`src/pkg/t1dl_consts.svh`:
```
`ifndef T1DL_CONSTS_SVH
`define T1DL_CONSTS_SVH
// ***********************************
// register indices (byte address = 4 x index)
// ***********************************
`define T1DL_IDX_STATUS     7'h21
`define T1DL_IDX_CRC_HIGH   7'h25
`define T1DL_IDX_CRC_LOW    7'h26
`define T1DL_IDX_FE_COUNT   7'h27
`define T1DL_IDX_RX_BYTE    7'h28
`define T1DL_IDX_MATCH_A    7'h29
`define T1DL_IDX_MATCH_B    7'h2a
`define T1DL_IDX_CONTROL    7'h40
`define T1DL_IDX_IRQ_MASK   7'h6f
`define T1DL_IDX_TX_BYTE    7'h7e
// ***********************************
// field positions
// ***********************************
`define T1DL_CTL_DESTUFF    0
`define T1DL_CTL_ESF        3
`define T1DL_CTL_STUFF      4
`define T1DL_CTL_FS_COUNT   5
`define T1DL_ST_ABORT       1
`define T1DL_ST_MATCH       2
`define T1DL_ST_TX_EMPTY    3
`define T1DL_ST_RX_FULL     4
// ***********************************
// reset values and limits
// ***********************************
`define T1DL_RST_BYTE       8'h00
`define T1DL_CRC_MAX        16'hffff
`define T1DL_FE_MAX         8'hff
`define T1DL_FLAG_RUN       4'h5
`define T1DL_ABORT_RUN      4'h8
`define T1DL_BITS_PER_BYTE  4'h8
`endif

```
`src/pkg/t1dl_pkg.sv`:
```
package t1dl_pkg;
    typedef enum logic [1:0] {
        T1DL_TX_IDLE = 2'b01,
        T1DL_TX_SEND = 2'b10
    } t1dl_tx_state_t;

    typedef struct packed {
        logic           rx_clk_s1;
        logic           rx_clk_s2;
        logic           rx_clk_prev;
        logic           rx_dat_s1;
        logic           rx_dat_s2;
        logic           tx_clk_s1;
        logic           tx_clk_s2;
        logic           tx_clk_prev;
        logic [7:0]     ctrl;
        logic [7:0]     mask;
        logic [7:0]     status;
        logic [7:0]     match_a;
        logic [7:0]     match_b;
        logic [7:0]     tx_byte;
        logic [7:0]     rx_byte;
        logic [7:0]     rx_sr;
        logic [3:0]     rx_cnt;
        logic [3:0]     rx_ones;
        logic [7:0]     tx_sr;
        logic [3:0]     tx_cnt;
        logic [3:0]     tx_ones;
        logic           tx_bit;
        t1dl_tx_state_t tx_state;
        logic [15:0]    crc_acc;
        logic [15:0]    crc_cnt;
        logic [7:0]     fe_acc;
        logic [7:0]     fe_cnt;
        logic [31:0]    prdata;
        logic           pslverr;
    } t1dl_state_t;
endpackage : t1dl_pkg

```
`src/design/t1dl_link_counters.sv`:
```
// Register access over APB was decided locally.
`timescale 1ns/1ps
`default_nettype none
`include "t1dl_consts.svh"

module t1dl_link_counters (
    input  wire logic        pclk,
    input  wire logic        presetn,
    input  wire logic        psel,
    input  wire logic        penable,
    input  wire logic        pwrite,
    input  wire logic [11:0] paddr,
    input  wire logic [31:0] pwdata,
    output logic      [31:0] prdata,
    output logic             pready,
    output logic             pslverr,
    input  wire logic        rx_link_clk,
    input  wire logic        rx_link_data,
    input  wire logic        tx_link_clk,
    output logic             tx_link_data,
    input  wire logic        rx_out_of_sync,
    input  wire logic        crc_word_error,
    input  wire logic        framing_bit_error,
    input  wire logic        framing_bit_is_fs,
    input  wire logic        one_second_tick,
    output logic             second_interrupt_out_n
);
    import t1dl_pkg::*;

    t1dl_state_t s_q;
    t1dl_state_t s_d;

    // ***********************************
    // address decode
    // ***********************************
    function automatic logic reg_hit(input logic [11:0] addr, input logic [6:0] idx);
        reg_hit = (addr[1:0] == 2'b00) && (addr[11:9] == 3'b000) && (addr[8:2] == idx);
    endfunction : reg_hit

    logic       rx_edge;
    logic       tx_edge;
    logic       rx_bit;
    logic       drop_zero;
    logic [7:0] rx_next_sr;
    logic       byte_done;
    logic [1:0] match_hit;
    logic       wr_access;
    logic       setup;
    logic       crc_ev;
    logic       fe_ev;
    logic       esf;

    assign rx_edge   = s_q.rx_clk_s2 & ~s_q.rx_clk_prev;
    assign tx_edge   = s_q.tx_clk_s2 & ~s_q.tx_clk_prev;
    assign rx_bit    = s_q.rx_dat_s2;
    assign esf       = s_q.ctrl[`T1DL_CTL_ESF];
    assign setup     = psel & ~penable;
    assign wr_access = psel & penable & pwrite;
    // exactly five ones then zero is a stuffed bit; six or more is a flag/abort
    assign drop_zero = s_q.ctrl[`T1DL_CTL_DESTUFF] & ~rx_bit & (s_q.rx_ones == `T1DL_FLAG_RUN);
    assign rx_next_sr = {rx_bit, s_q.rx_sr[7:1]};
    assign byte_done  = rx_edge & ~drop_zero & (s_q.rx_cnt == `T1DL_BITS_PER_BYTE - 4'h1);
    assign crc_ev = crc_word_error & esf & ~rx_out_of_sync;
    assign fe_ev  = framing_bit_error & ~rx_out_of_sync
                  & (esf | ~framing_bit_is_fs | s_q.ctrl[`T1DL_CTL_FS_COUNT]);

    genvar gi;
    generate
        for (gi = 0; gi < 2; gi++) begin : g_match
            assign match_hit[gi] = (rx_next_sr == (gi == 0 ? s_q.match_a : s_q.match_b));
        end
    endgenerate

    // ***********************************
    // next state
    // ***********************************
    always_comb begin
        s_d = s_q;
        s_d.rx_clk_s1   = rx_link_clk;
        s_d.rx_clk_s2   = s_q.rx_clk_s1;
        s_d.rx_clk_prev = s_q.rx_clk_s2;
        s_d.rx_dat_s1   = rx_link_data;
        s_d.rx_dat_s2   = s_q.rx_dat_s1;
        s_d.tx_clk_s1   = tx_link_clk;
        s_d.tx_clk_s2   = s_q.tx_clk_s1;
        s_d.tx_clk_prev = s_q.tx_clk_s2;

        // error accumulators, transferred and restarted each second
        if (one_second_tick) begin
            s_d.crc_cnt = s_q.crc_acc;
            s_d.fe_cnt  = s_q.fe_acc;
            s_d.crc_acc = crc_ev ? 16'h0001 : 16'h0000;
            s_d.fe_acc  = fe_ev ? 8'h01 : 8'h00;
        end else begin
            if (crc_ev && s_q.crc_acc != `T1DL_CRC_MAX) begin
                s_d.crc_acc = s_q.crc_acc + 16'h0001;
            end
            if (fe_ev && s_q.fe_acc != `T1DL_FE_MAX) begin
                s_d.fe_acc = s_q.fe_acc + 8'h01;
            end
        end

        // software clears status with write-one; a same-cycle set wins below
        if (wr_access && reg_hit(paddr, `T1DL_IDX_STATUS)) begin
            s_d.status = s_q.status & ~pwdata[7:0];
        end
        if (wr_access && reg_hit(paddr, `T1DL_IDX_CONTROL)) begin
            s_d.ctrl = pwdata[7:0];
        end else if (wr_access && reg_hit(paddr, `T1DL_IDX_IRQ_MASK)) begin
            s_d.mask = pwdata[7:0];
        end else if (wr_access && reg_hit(paddr, `T1DL_IDX_MATCH_A)) begin
            s_d.match_a = pwdata[7:0];
        end else if (wr_access && reg_hit(paddr, `T1DL_IDX_MATCH_B)) begin
            s_d.match_b = pwdata[7:0];
        end else if (wr_access && reg_hit(paddr, `T1DL_IDX_TX_BYTE)) begin
            s_d.tx_byte = pwdata[7:0];
        end

        // receive path: destuff before assembly
        if (rx_edge) begin
            if (rx_bit) begin
                if (s_q.rx_ones != `T1DL_ABORT_RUN) begin
                    s_d.rx_ones = s_q.rx_ones + 4'h1;
                end
                if (s_q.rx_ones == `T1DL_ABORT_RUN - 4'h1) begin
                    s_d.status[`T1DL_ST_ABORT] = 1'b1;
                end
            end else begin
                s_d.rx_ones = 4'h0;
            end
            if (!drop_zero) begin
                s_d.rx_sr = rx_next_sr;
                if (byte_done) begin
                    s_d.rx_cnt  = 4'h0;
                    s_d.rx_byte = rx_next_sr;
                    s_d.status[`T1DL_ST_RX_FULL] = 1'b1;
                    if (|match_hit) begin
                        s_d.status[`T1DL_ST_MATCH] = 1'b1;
                    end
                end else begin
                    s_d.rx_cnt = s_q.rx_cnt + 4'h1;
                end
            end
        end

        // transmit path: idle until the first byte is written
        case (s_q.tx_state)
            T1DL_TX_IDLE: begin
                s_d.tx_bit = 1'b1;
                if (wr_access && reg_hit(paddr, `T1DL_IDX_TX_BYTE)) begin
                    s_d.tx_state = T1DL_TX_SEND;
                    s_d.tx_sr    = pwdata[7:0];
                    s_d.tx_cnt   = 4'h0;
                end
            end
            T1DL_TX_SEND: begin
                if (tx_edge) begin
                    if (s_q.ctrl[`T1DL_CTL_STUFF] && s_q.tx_ones == `T1DL_FLAG_RUN) begin
                        s_d.tx_bit  = 1'b0;
                        s_d.tx_ones = 4'h0;
                    end else begin
                        s_d.tx_bit  = s_q.tx_sr[0];
                        s_d.tx_ones = s_q.tx_sr[0] ? s_q.tx_ones + 4'h1 : 4'h0;
                        if (s_q.tx_cnt == `T1DL_BITS_PER_BYTE - 4'h1) begin
                            s_d.tx_cnt = 4'h0;
                            s_d.tx_sr  = s_q.tx_byte;
                            s_d.status[`T1DL_ST_TX_EMPTY] = 1'b1;
                        end else begin
                            s_d.tx_cnt = s_q.tx_cnt + 4'h1;
                            s_d.tx_sr  = {1'b0, s_q.tx_sr[7:1]};
                        end
                    end
                end
            end
            default: begin
                s_d.tx_state = T1DL_TX_IDLE;
            end
        endcase

        // read data captured in the setup cycle, ready in the access cycle
        if (setup) begin
            s_d.prdata  = 32'h0000_0000;
            s_d.pslverr = 1'b0;
            if (reg_hit(paddr, `T1DL_IDX_STATUS)) begin
                s_d.prdata[7:0] = s_q.status;
            end else if (reg_hit(paddr, `T1DL_IDX_CRC_HIGH)) begin
                s_d.prdata[7:0] = s_q.crc_cnt[15:8];
            end else if (reg_hit(paddr, `T1DL_IDX_CRC_LOW)) begin
                s_d.prdata[7:0] = s_q.crc_cnt[7:0];
            end else if (reg_hit(paddr, `T1DL_IDX_FE_COUNT)) begin
                s_d.prdata[7:0] = s_q.fe_cnt;
            end else if (reg_hit(paddr, `T1DL_IDX_RX_BYTE)) begin
                s_d.prdata[7:0] = s_q.rx_byte;
            end else if (reg_hit(paddr, `T1DL_IDX_MATCH_A)) begin
                s_d.prdata[7:0] = s_q.match_a;
            end else if (reg_hit(paddr, `T1DL_IDX_MATCH_B)) begin
                s_d.prdata[7:0] = s_q.match_b;
            end else if (reg_hit(paddr, `T1DL_IDX_CONTROL)) begin
                s_d.prdata[7:0] = s_q.ctrl;
            end else if (reg_hit(paddr, `T1DL_IDX_IRQ_MASK)) begin
                s_d.prdata[7:0] = s_q.mask;
            end else if (reg_hit(paddr, `T1DL_IDX_TX_BYTE)) begin
                s_d.prdata[7:0] = s_q.tx_byte;
            end else begin
                s_d.pslverr = 1'b1;
            end
        end
    end

    // ***********************************
    // state register
    // ***********************************
    always_ff @(posedge pclk or negedge presetn) begin
        if (!presetn) begin
            s_q          <= '0;
            s_q.tx_state <= T1DL_TX_IDLE;
            s_q.tx_bit   <= 1'b1;
            s_q.rx_byte  <= `T1DL_RST_BYTE;
        end else begin
            s_q <= s_d;
        end
    end

    assign prdata       = s_q.prdata;
    assign pslverr      = s_q.pslverr & psel & penable;
    assign pready       = 1'b1;
    assign tx_link_data = s_q.tx_bit;
    // only link flags reach this pin; other sources live elsewhere in the framer
    assign second_interrupt_out_n = ~|(s_q.status & s_q.mask
        & 8'((1 << `T1DL_ST_RX_FULL) | (1 << `T1DL_ST_MATCH) | (1 << `T1DL_ST_TX_EMPTY)));
endmodule : t1dl_link_counters
`default_nettype wire

```
`config.mk`:
```
export PLATFORM = sky130hd
export DESIGN_NAME = t1dl_link_counters
export DESIGN_NICKNAME = d
export VERILOG_FILES = /design/src/pkg/t1dl_pkg.sv /design/src/design/t1dl_link_counters.sv
export VERILOG_INCLUDE_DIRS = /design/src /design/src/pkg
export SDC_FILE = /design/constraint.sdc
export NUM_CORES = 1
export LEC_CHECK = 0
export BUFFER_PORTS_ARGS = -buffer_cell sky130_fd_sc_hd__clkbuf_2
export CAP_MARGIN = 20
export CELL_PAD_IN_SITES_DETAIL_PLACEMENT = 1
export CELL_PAD_IN_SITES_GLOBAL_PLACEMENT = 2
export CORE_ASPECT_RATIO = 2
export CORE_MARGIN = 8
export CORE_UTILIZATION = 39
export DETAILED_ROUTE_END_ITERATION = 8
export PLACE_DENSITY_LB_ADDON = 0.1
export RECOVER_POWER = 25
export SYNTH_ARGS = -nofsm -noshare
export SYNTH_HDL_FRONTEND = slang
export SYNTH_SLANG_ARGS = --single-unit
```
`constraint.sdc`:
```
create_clock -name pclk -period 2.5 [get_ports pclk]
set_clock_uncertainty 0.1 [all_clocks]
set_input_delay 0.5 -clock pclk [delete_from_list [all_inputs] [get_ports pclk]]
set_output_delay 0.5 -clock pclk [all_outputs]
set_load 0.005 [all_outputs]
```
==> impl_metrics.toml, run 1 <==
[yosys]
synthFlopType = "dfrtp_1"
synthCells = 730
synth_common_cells = "153 x dfrtp_1, 76 x mux2_2, 72 x nand2_1"
synth_top_family_by_area = "simple AND/OR/NAND/NOR gates"
synth_cell_type_count = 74
muxShareOfSynthArea = 0.135
yosysSeqAreaShare = 0.486
synth-simple-area-share = 0.145
synth_area_per_cell_sq_um = 10.9
synth_top_cell_by_area = "dfrtp_1"
synth_edf_count = 0
syn_area_sq_mm = 0.00798
ys_top_cells_by_area = "dfrtp_1 48%, mux2_2 11%, nand2_1 3.4%"
ys_ff_latch = 155
synthAdderAreaFrac = 0.0141
ys.warnings.count = 0
synth_most_common_cell = "dfrtp_1"
synth_xor_area_frac = 0.0351
async_flop_share = 1.00
synth-compound-area-share = 0.127
yosysTopAreaCellShare = 0.480

[route]
drt-initial-drc-count = 225
drc_errors = 0
post_drt_wl_per_cell_um = 22.0
via_per_inst = 5.54
routed_wl_um = 23500
drtAntennaViolNets = 0
drt_pass1_iterations = 5
vias = 5919

[global_route]
grt_overflow = 0
grt_max_degree = 58
grt_pass1_wl_um = 38000
track_usage = 0.200
grt_pass1_vias = 6670
antenna_found_initial = 0

[setup_path]
path_buf_inv = 1
worst_path_max_delay_cell = "a41oi_4"
r2r-start = "s_q[85]$_DFFE_PN0P_"
crit_chain = "inv_1 -> ha_1 -> nand4b_1 -> nor2b_1 -> a41oi_4 -> mux2_2"
critical-path-top-delay-family = "compound AO/OA/AOI/OAI gates"
ff2ff_setup_slack_ps = 310
critical_path.endpoint = "s_q[93]$_DFFE_PN0P_"
cp-start-kind = "flip-flop"
cp_data_required_time_ps = 2730
crit_start = "s_q[85]$_DFFE_PN0P_"
criticalPathCategory = "flip-flop to flip-flop"
critical_path.max_fanout = 14
path_depth = 6
reg2reg_to = "s_q[93]$_DFFE_PN0P_"
arrival_ps = 2420
reg2reg_depth = 6
cp_slowest_stage_delay_ps = 510
endpoint_kind = "flip-flop"

[final_layout]
area_growth_pct = 14.6
antenna_cells = 0
nNetsFinal = 856
drive_gt1_frac = 0.262
post-route-util = 0.451

[placed_design]
hpwl_um = 18000
gp_congestion = 0.894
portBuffers = 43

[power]
p_leak_uw = 0.00438
switchingPower_uw = 1550
swShare = 0.258
comb_power_share = 0.099
p_per_area_mw_per_mm2 = 656
ir_worst_vdd_mv = 0.337
p_clk_frac = 0.436
power_frac_seq = 0.465
internal-power_uw = 4450

[cts]
insertion_delay_ps = 440
cts_tree = "done"
numCtsBuffers = 17
cts_sinks = 155
htree_levels = 4
ctsLongestPathBuffers = 2
clock_tree.root_cell = "clkbuf_16"
clk_pin_slew_worst_paths_ps = 60

[status]
status = "finished, final reports clean"

[die]
die_h_um = 218
dieArea_sq_mm = 0.0256
die_x_um = 117
initial_utilization = 0.394
row_count = 74
pin_count = 93
core-area_sq_mm = 0.0203

[hold_path]
hold_class = "input port to flip-flop"
holdPathStages = 1

[timing]
max_slew.worst_pin.slew_ps = 693
rsz0062_at_grt = "no"
final.period_utilization = 0.875
slew_viol_final = 0
fmax_mhz = 457
relSlewSlack = 0.536
fin_tns_setup_ps = 0
min_period_ps = 2190
hold_viol = 0
setup_violations = 0

[run]
maxCapViolCount = 0
what timing repair did:
item,4_1_cts,5_1_grt
setup endpoints to repair,0,0
resized for setup,0,0
hold endpoints to repair,51,0
buffers inserted,0,0
hold buffers,1,0
layer usage:
metal	global-route usage	part of all wire	up-vias
li1	-	-	2711
met1	0.196	0.35	3066
met2	0.377	0.58	91
met3	0.0365	0.026	51
met4	0.106	0.040	0
met5	0	0	-
power by group through the flow:
stage | Clock (uW) | Combinational (uW) | Sequential (uW)
final | 2620 | 597 | 2790
after CTS | 2700 | 612 | 2790
after global routing | 2770 | 669 | 2810
after detailed placement | 0 | 607 | 2840
after global placement | 0 | 571 | 2820
after floorplan | 0 | 388 | 2780
area by class of cell:
cell class | count | area [sq um]
well taps | 266 | 333
fillers | 2202 | 11100
clock inverters | 10 | 116
multi-input cells | 518 | 3740
inverters | 15 | 56.3
clock buffers | 21 | 480
repair buffers | 83 | 542
flip-flops and latches | 155 | 3880
cells by family after synthesis:
family / Yosys count
compound gates: 144
simple gates: 211
xor+xnor: 32
mux: 97
flops: 155
other cells: 2
buf+inv: 80
fa+ha+maj: 9
through the flow:
stage               total power, uW  cells  setup WS, ps  hold WS, ps  area [sq um]
detailed placement             3440   1036          64.4          236          8560
floorplan                      3170    753           405          104          8070
global route                   6250   1068           198         42.5          9150
finish                         6000   1068           312         59.6          9150
CTS                            6100   1068           286         30.4          9170
global placement               3390   1036          61.5          235          8560
flip-flops by register name (all words and copies together), names as in the netlist:
signal	cells
rx_bit	1
rx_next_sr	7
s_q	132
tx_link_data	1
esf	1
prdata	8
s_d	5
layout by cell type (no fill, tap or decap), types with 6 or more instances in the layout:
cell type,synthesis,final
nor3_1,7,7
o211ai_1,8,8
nor2_1,29,29
nand4_1,9,9
a21oi_1,19,19
o2111ai_1,6,6
ha_1,9,9
nand2_1,72,72
clkbuf_16,0,17
mux2i_1,18,18
and2_1,7,7
o22ai_1,8,8
nand3_1,19,19
xnor2_1,6,6
xor2_1,26,26
dfrtp_1,153,153
mux2_2,76,76
buf_4,34,35
conb_1,2,25
and3_1,6,6
nor2b_1,10,10
o21ai_0,34,34
inv_1,15,15
a22o_1,9,9
nand2b_1,8,8
o31ai_1,9,9
clkbuf_2,0,42
a22oi_1,10,10
worst min-delay path by stage:
stage,from,end
2_1_floorplan,presetn,esf$_DFFE_PN0P_
3_3_place_gp,s_d[178]$_DFF_PN0_,s_d[177]$_DFF_PN0_
3_5_place_dp,s_d[175]$_DFF_PN0_,rx_bit$_DFF_PN0_
4_1_cts,rx_link_data,s_d[175]$_DFF_PN0_
5_1_grt,tx_link_clk,s_d[173]$_DFF_PN0_
6_report,rx_link_data,s_d[175]$_DFF_PN0_
(Power assumes the default switching activity.)
==> inputs of run 2 (changes only) <==
--- a/config.mk
+++ b/config.mk
@@ -6,6 +6,7 @@
 export SDC_FILE = /design/constraint.sdc
 export NUM_CORES = 1
 export LEC_CHECK = 0
+export ABC_AREA = 0
 export BUFFER_PORTS_ARGS = -buffer_cell sky130_fd_sc_hd__clkbuf_2
 export CAP_MARGIN = 20
 export CELL_PAD_IN_SITES_DETAIL_PLACEMENT = 1
==> constraint.sdc (replaced) <==
create_clock -name pclk -period 2.5 [get_ports pclk]
set_clock_uncertainty 0.1 [all_clocks]
set_input_delay 0.125 -clock pclk [delete_from_list [all_inputs] [get_ports pclk]]
set_output_delay 0.125 -clock pclk [all_outputs]
set_load 0.005 [all_outputs]
==> impl_metrics.toml, run 2 (synthesis results as in run 1) <==
[status]
status = "finished, violations left"
violations = "capacitance limit, slew limit"

[cts]
cts.repair.resized = 0
insertion_delay_ps = 430
numCtsBuffers = 17
htree_levels = 4
cts_tree = "done"
ctsLongestPathBuffers = 2
clk_pin_slew_worst_paths_ps = 60
clock_tree.root_cell = "clkbuf_16"
cts_sinks = 155

[setup_path]
r2r-start = "s_q[72]$_DFFE_PN0P_"
path_buf_inv = 1
criticalPathCategory = "flip-flop to flip-flop"
crit_chain = "and4_1 -> nand4_1 -> o2111ai_1 -> buf_4 -> xor2_1 -> nor2_1"
cp-start-kind = "flip-flop"
critical_path.max_fanout = 9
cp_data_required_time_ps = 2640
cp_slowest_stage_delay_ps = 470
endpoint_kind = "flip-flop"
critical-path-top-delay-family = "simple AND/OR/NAND/NOR gates"
crit_start = "s_q[72]$_DFFE_PN0P_"
arrival_ps = 2310
worst_path_max_delay_cell = "dfrtp_1"

[die]
die_h_um = 218
die_x_um = 117
pin_count = 93
dieArea_sq_mm = 0.0256
initial_utilization = 0.394
row_count = 74
core-area_sq_mm = 0.0203

[power]
internal-power_uw = 4590
swShare = 0.256
switchingPower_uw = 1580
p_leak_uw = 0.00437
power_frac_seq = 0.451
ir_worst_vdd_mv = 0.362
comb_power_share = 0.097
p_clk_frac = 0.452
p_per_area_mw_per_mm2 = 672

[final_layout]
drive_gt1_frac = 0.247
final_common_cell = "dfrtp_1"
fillerInstances = 2180
final_cell_mix = "153 x dfrtp_1, 76 x mux2_2, 72 x nand2_1"
top_register = "s_q"
largest_reg_flops = 132
regArea_sq_mm = 0.00388
multi_input_area_sq_mm = 0.00374
area_growth_pct = 15.1
post-route-util = 0.453
nNetsFinal = 852
antenna_cells = 0

[global_route]
antenna_found_initial = 0
grt_max_degree = 65
grt_pass1_vias = 6642
track_usage = 0.195
grt_pass1_wl_um = 37300
grt_overflow = 0

[route]
routed_wl_um = 23300
drt-initial-drc-count = 296
vias = 5875
via_per_inst = 5.52
post_drt_wl_per_cell_um = 21.9
drt_pass1_iterations = 4
drc_errors = 0
drtAntennaViolNets = 0

[timing]
hold_viol = 0
setup_violations = 0
slew_viol_final = 102
relSlewSlack = -0.304
timing.hold.ws_ps = 75.7
min_period_ps = 2170
fin_tns_setup_ps = 0
rsz0062_at_grt = "no"
final.period_utilization = 0.867
fmax_mhz = 461
max_slew.worst_pin.slew_ps = 1960

[placed_design]
gp_congestion = 0.822
hpwl_um = 17600
portBuffers = 43

[hold_path]
hold_start = "penable"
hold_class = "input port to flip-flop"

[run]
maxCapViolCount = 2
run 2: cell count changes in the layout (fill, tap and decap cells not counted):
cell           previous run  this run
buf_4                    35        22
buf_6                     1         0
bufinv_16                 2         4
clkbuf_1                  2         1
clkbuf_8                  4         1
dlygate4sd3_1             1        12
inv_6                     0         2
run 2: area by class of cell:
cell class	instances	share of cell area
sequential	155	0.423
inverter	15	0.00613
tap	266	0.0362
clock buffer	18	0.0478
multi-input combinational	518	0.407
timing repair buffer	79	0.0587
clock inverter	14	0.0211
run 2: metrics by stage:
step / power (uW) / worst slack (ps) / std cells / area, sq um
2_1_floorplan: 3170 / 572 / 753 / 8070
3_3_place_gp: 3380 / 361 / 1021 / 8440
3_5_place_dp: 3420 / 314 / 1021 / 8440
4_1_cts: 6260 / 320 / 1065 / 9190
5_1_grt: 6420 / 206 / 1065 / 9190
6_report: 6170 / 331 / 1065 / 9190
run 2: power groups by stage:
stage          combinational [uW]  clock [uW]  sequential, uW
2_1_floorplan                 388           0            2780
3_3_place_gp                  557           0            2820
3_5_place_dp                  591           0            2830
4_1_cts                       609        2870            2790
5_1_grt                       663        2950            2810
6_report                      596        2790            2780
run 2: final timing paths:
check | end | slack (ps) | depth (start not counted)
max | s_q[72]$_DFFE_PN0P_ | 330 | 6
max in group asynchronous | tx_link_data$_DFFE_PN1P_ | 570 | 3
min reg2reg | rx_bit$_DFF_PN0_ | 250 | 0
min in group asynchronous | s_q[130]$_DFFE_PN0P_ | 610 | 2
max reg2reg | s_q[72]$_DFFE_PN0P_ | 330 | 6
min | s_q[0]$_DFFE_PN0P_ | 80 | 5
run 2: timing repair:
item	4_1_cts	5_1_grt
hold buffers	12	0
setup buffers	0	0
endpoints found under the hold margin	92	0
run 2: routing by layer:
metal / part of all wire / GRT usage / wire length [um]
met2: 0.58 / 0.370 / 13500
met3: 0.027 / 0.0313 / 636
met4: 0.042 / 0.108 / 982
met1: 0.35 / 0.189 / 8160
met5: 0 / 0 / 0
run 2: worst reg2reg max path: cells and delay by family (launching register included):
family | cells | cell delay (ps)
AND/OR/NAND/NOR | 3 | 690
XOR/XNOR | 1 | 160
AO/OA/AOI/OAI | 1 | 360
flip-flops | 1 | 470
buffers and inverters | 1 | 210
==> inputs of run 3 (changes only) <==
--- a/config.mk
+++ b/config.mk
@@ -15,7 +15,7 @@
 export CORE_MARGIN = 8
 export CORE_UTILIZATION = 39
 export DETAILED_ROUTE_END_ITERATION = 8
-export PLACE_DENSITY_LB_ADDON = 0.1
+export PLACE_DENSITY = 0.79
 export RECOVER_POWER = 25
 export SYNTH_ARGS = -nofsm -noshare
 export SYNTH_HDL_FRONTEND = slang
==> constraint.sdc (replaced) <==
create_clock -name pclk -period 2.5 [get_ports pclk]
set_clock_uncertainty 0.1 [all_clocks]
set_input_delay 0.125 -clock pclk [delete_from_list [all_inputs] [get_ports pclk]]
set_output_delay 0.125 -clock pclk [all_outputs]
set_load 0.1 [all_outputs]
==> impl_metrics.toml, run 3 (synthesis results as in run 1) <==
[status]
status = "finished, violations left"
violations = "capacitance limit, slew limit"

[die]
dieArea_sq_mm = 0.0256
row_count = 74
core-area_sq_mm = 0.0203
die_h_um = 218
pin_count = 93
initial_utilization = 0.394
die_x_um = 117

[final_layout]
antenna_cells = 0
top_register = "s_q"
largest_reg_flops = 132
layout.cells.non_filler = 1062
post-route-util = 0.451
nNetsFinal = 849
drive_gt1_frac = 0.244
final_common_cell = "dfrtp_1"
area_growth_pct = 14.5
final_cell_mix = "153 x dfrtp_1, 76 x mux2_2, 72 x nand2_1"

[timing]
slew_viol_final = 35
fmax_mhz = 460
rsz0062_at_grt = "no"
hold_viol = 0
setup_slack_ps = 324
min_period_ps = 2180
max_slew.worst_pin.slew_ps = 1710
fin_tns_setup_ps = 0
relSlewSlack = -0.137
setup_violations = 0
final.period_utilization = 0.870

[cts]
cts_sinks = 155
numCtsBuffers = 17
htree_levels = 4
ctsLongestPathBuffers = 2
cts.repair.resized = 0
clk_pin_slew_worst_paths_ps = 60
insertion_delay_ps = 440
clock_tree.root_cell = "clkbuf_16"
cts_tree = "done"

[setup_path]
cp_data_required_time_ps = 2720
endpoint_kind = "flip-flop"
cp-start-kind = "flip-flop"
cp_slowest_stage_delay_ps = 530
critical_path.max_fanout = 14
worst_path_max_delay_cell = "a41oi_4"
crit_chain = "inv_1 -> ha_1 -> nand4b_1 -> nor2b_1 -> a41oi_4 -> mux2_2"
arrival_ps = 2390
criticalPathCategory = "flip-flop to flip-flop"

[global_route]
grt_overflow = 0
grt_max_degree = 59
grt_pass1_vias = 6672
grt_pass1_wl_um = 37000
track_usage = 0.193
antenna_found_initial = 0

[route]
drt-initial-drc-count = 225
drt_pass1_iterations = 4
drc_errors = 0
vias = 5940
drtAntennaViolNets = 0
post_drt_wl_per_cell_um = 21.8
routed_wl_um = 23200
via_per_inst = 5.59

[power]
power.total_uw = 6300
p_per_area_mw_per_mm2 = 689
ir_worst_vdd_mv = 0.350
p_leak_uw = 0.00436

[run]
maxCapViolCount = 1

[placed_design]
portBuffers = 43
place_ws_ps = 242
gp_congestion = 0.867
dp_cells = 1020
hpwl_um = 17800

[hold_path]
hold_class = "input port to flip-flop"
[run 3: cell types whose count changed in the layout (fill, tap and decap cells not counted), moves of 2 or more]
cell,previous run,this run
clkbuf_1,1,3
clkinvlp_4,5,2
dlygate4sd3_1,12,10
inv_6,2,0
[run 3: power breakdown]
| group | switching [uW] | total (uW) | internal [uW] |
|---|---|---|---|
| registers | 143 | 2790 | 2640 |
| logic | 509 | 752 | 243 |
| clock network | 1040 | 2760 | 1720 |
| total | 1690 | 6300 | 4610 |
[run 3: what timing repair did]
action	4_1_cts	5_1_grt
endpoints found under the hold margin	71	0
buffers inserted	0	0
hold buffers	10	0
[run 3: per-stage QoR]
stage | cell area (sq um) | hold slack, ps
3_3_place_gp | 8420 | 2.49
6_report | 9140 | 27.6
2_1_floorplan | 8070 | -271
3_5_place_dp | 8420 | 20.5
5_1_grt | 9140 | 35.6
4_1_cts | 9150 | 17.8
[run 3: path summary, 6_finish.rpt]
path | start | to | slack (ps) | cells after the start
hold / removal | pwdata[3] | s_q[127]$_DFFE_PN0P_ | 30 | 2
setup reg to reg | s_q[85]$_DFFE_PN0P_ | s_q[93]$_DFFE_PN0P_ | 320 | 6
max in group asynchronous | presetn | s_q[149]$_DFF_PN0_ | 760 | 3
min in group asynchronous | presetn | s_q[169]$_DFFE_PN0P_ | 460 | 2
setup / recovery | s_q[85]$_DFFE_PN0P_ | s_q[93]$_DFFE_PN0P_ | 320 | 6
hold reg to reg | s_d[178]$_DFF_PN0_ | s_d[177]$_DFF_PN0_ | 250 | 0
[run 3: routing by layer]
layer / track usage / routed length [um] / share of wire / vias up
li1: - / - / - / 2697
met1: 0.178 / 7760 / 0.33 / 3059
met2: 0.371 / 13600 / 0.59 / 119
met3: 0.0340 / 654 / 0.028 / 65
met4: 0.118 / 1180 / 0.051 / 0
met5: 0 / 0 / 0 / -
[run 3: critical path: cells and delay by family, from the launching register on]
| kind | cells | cell delay, ps |
|---|---|---|
| flip-flops | 1 | 410 |
| adder cells (fa/ha/maj) | 1 | 140 |
| AND/OR/NAND/NOR | 2 | 390 |
| multiplexers | 1 | 410 |
| buffers and inverters | 1 | 70 |
| AO/OA/AOI/OAI | 1 | 530 |
[run 3: final cells by class]
cell class | count | area [sq um]
Inverter | 15 | 56.3
Multi-Input combinational cell | 518 | 3740
Clock buffer | 21 | 460
Timing Repair Buffer | 76 | 499
Tap cell | 266 | 333
Clock inverter | 11 | 168
Fill cell | 2219 | 11100
Sequential cell | 155 | 3880
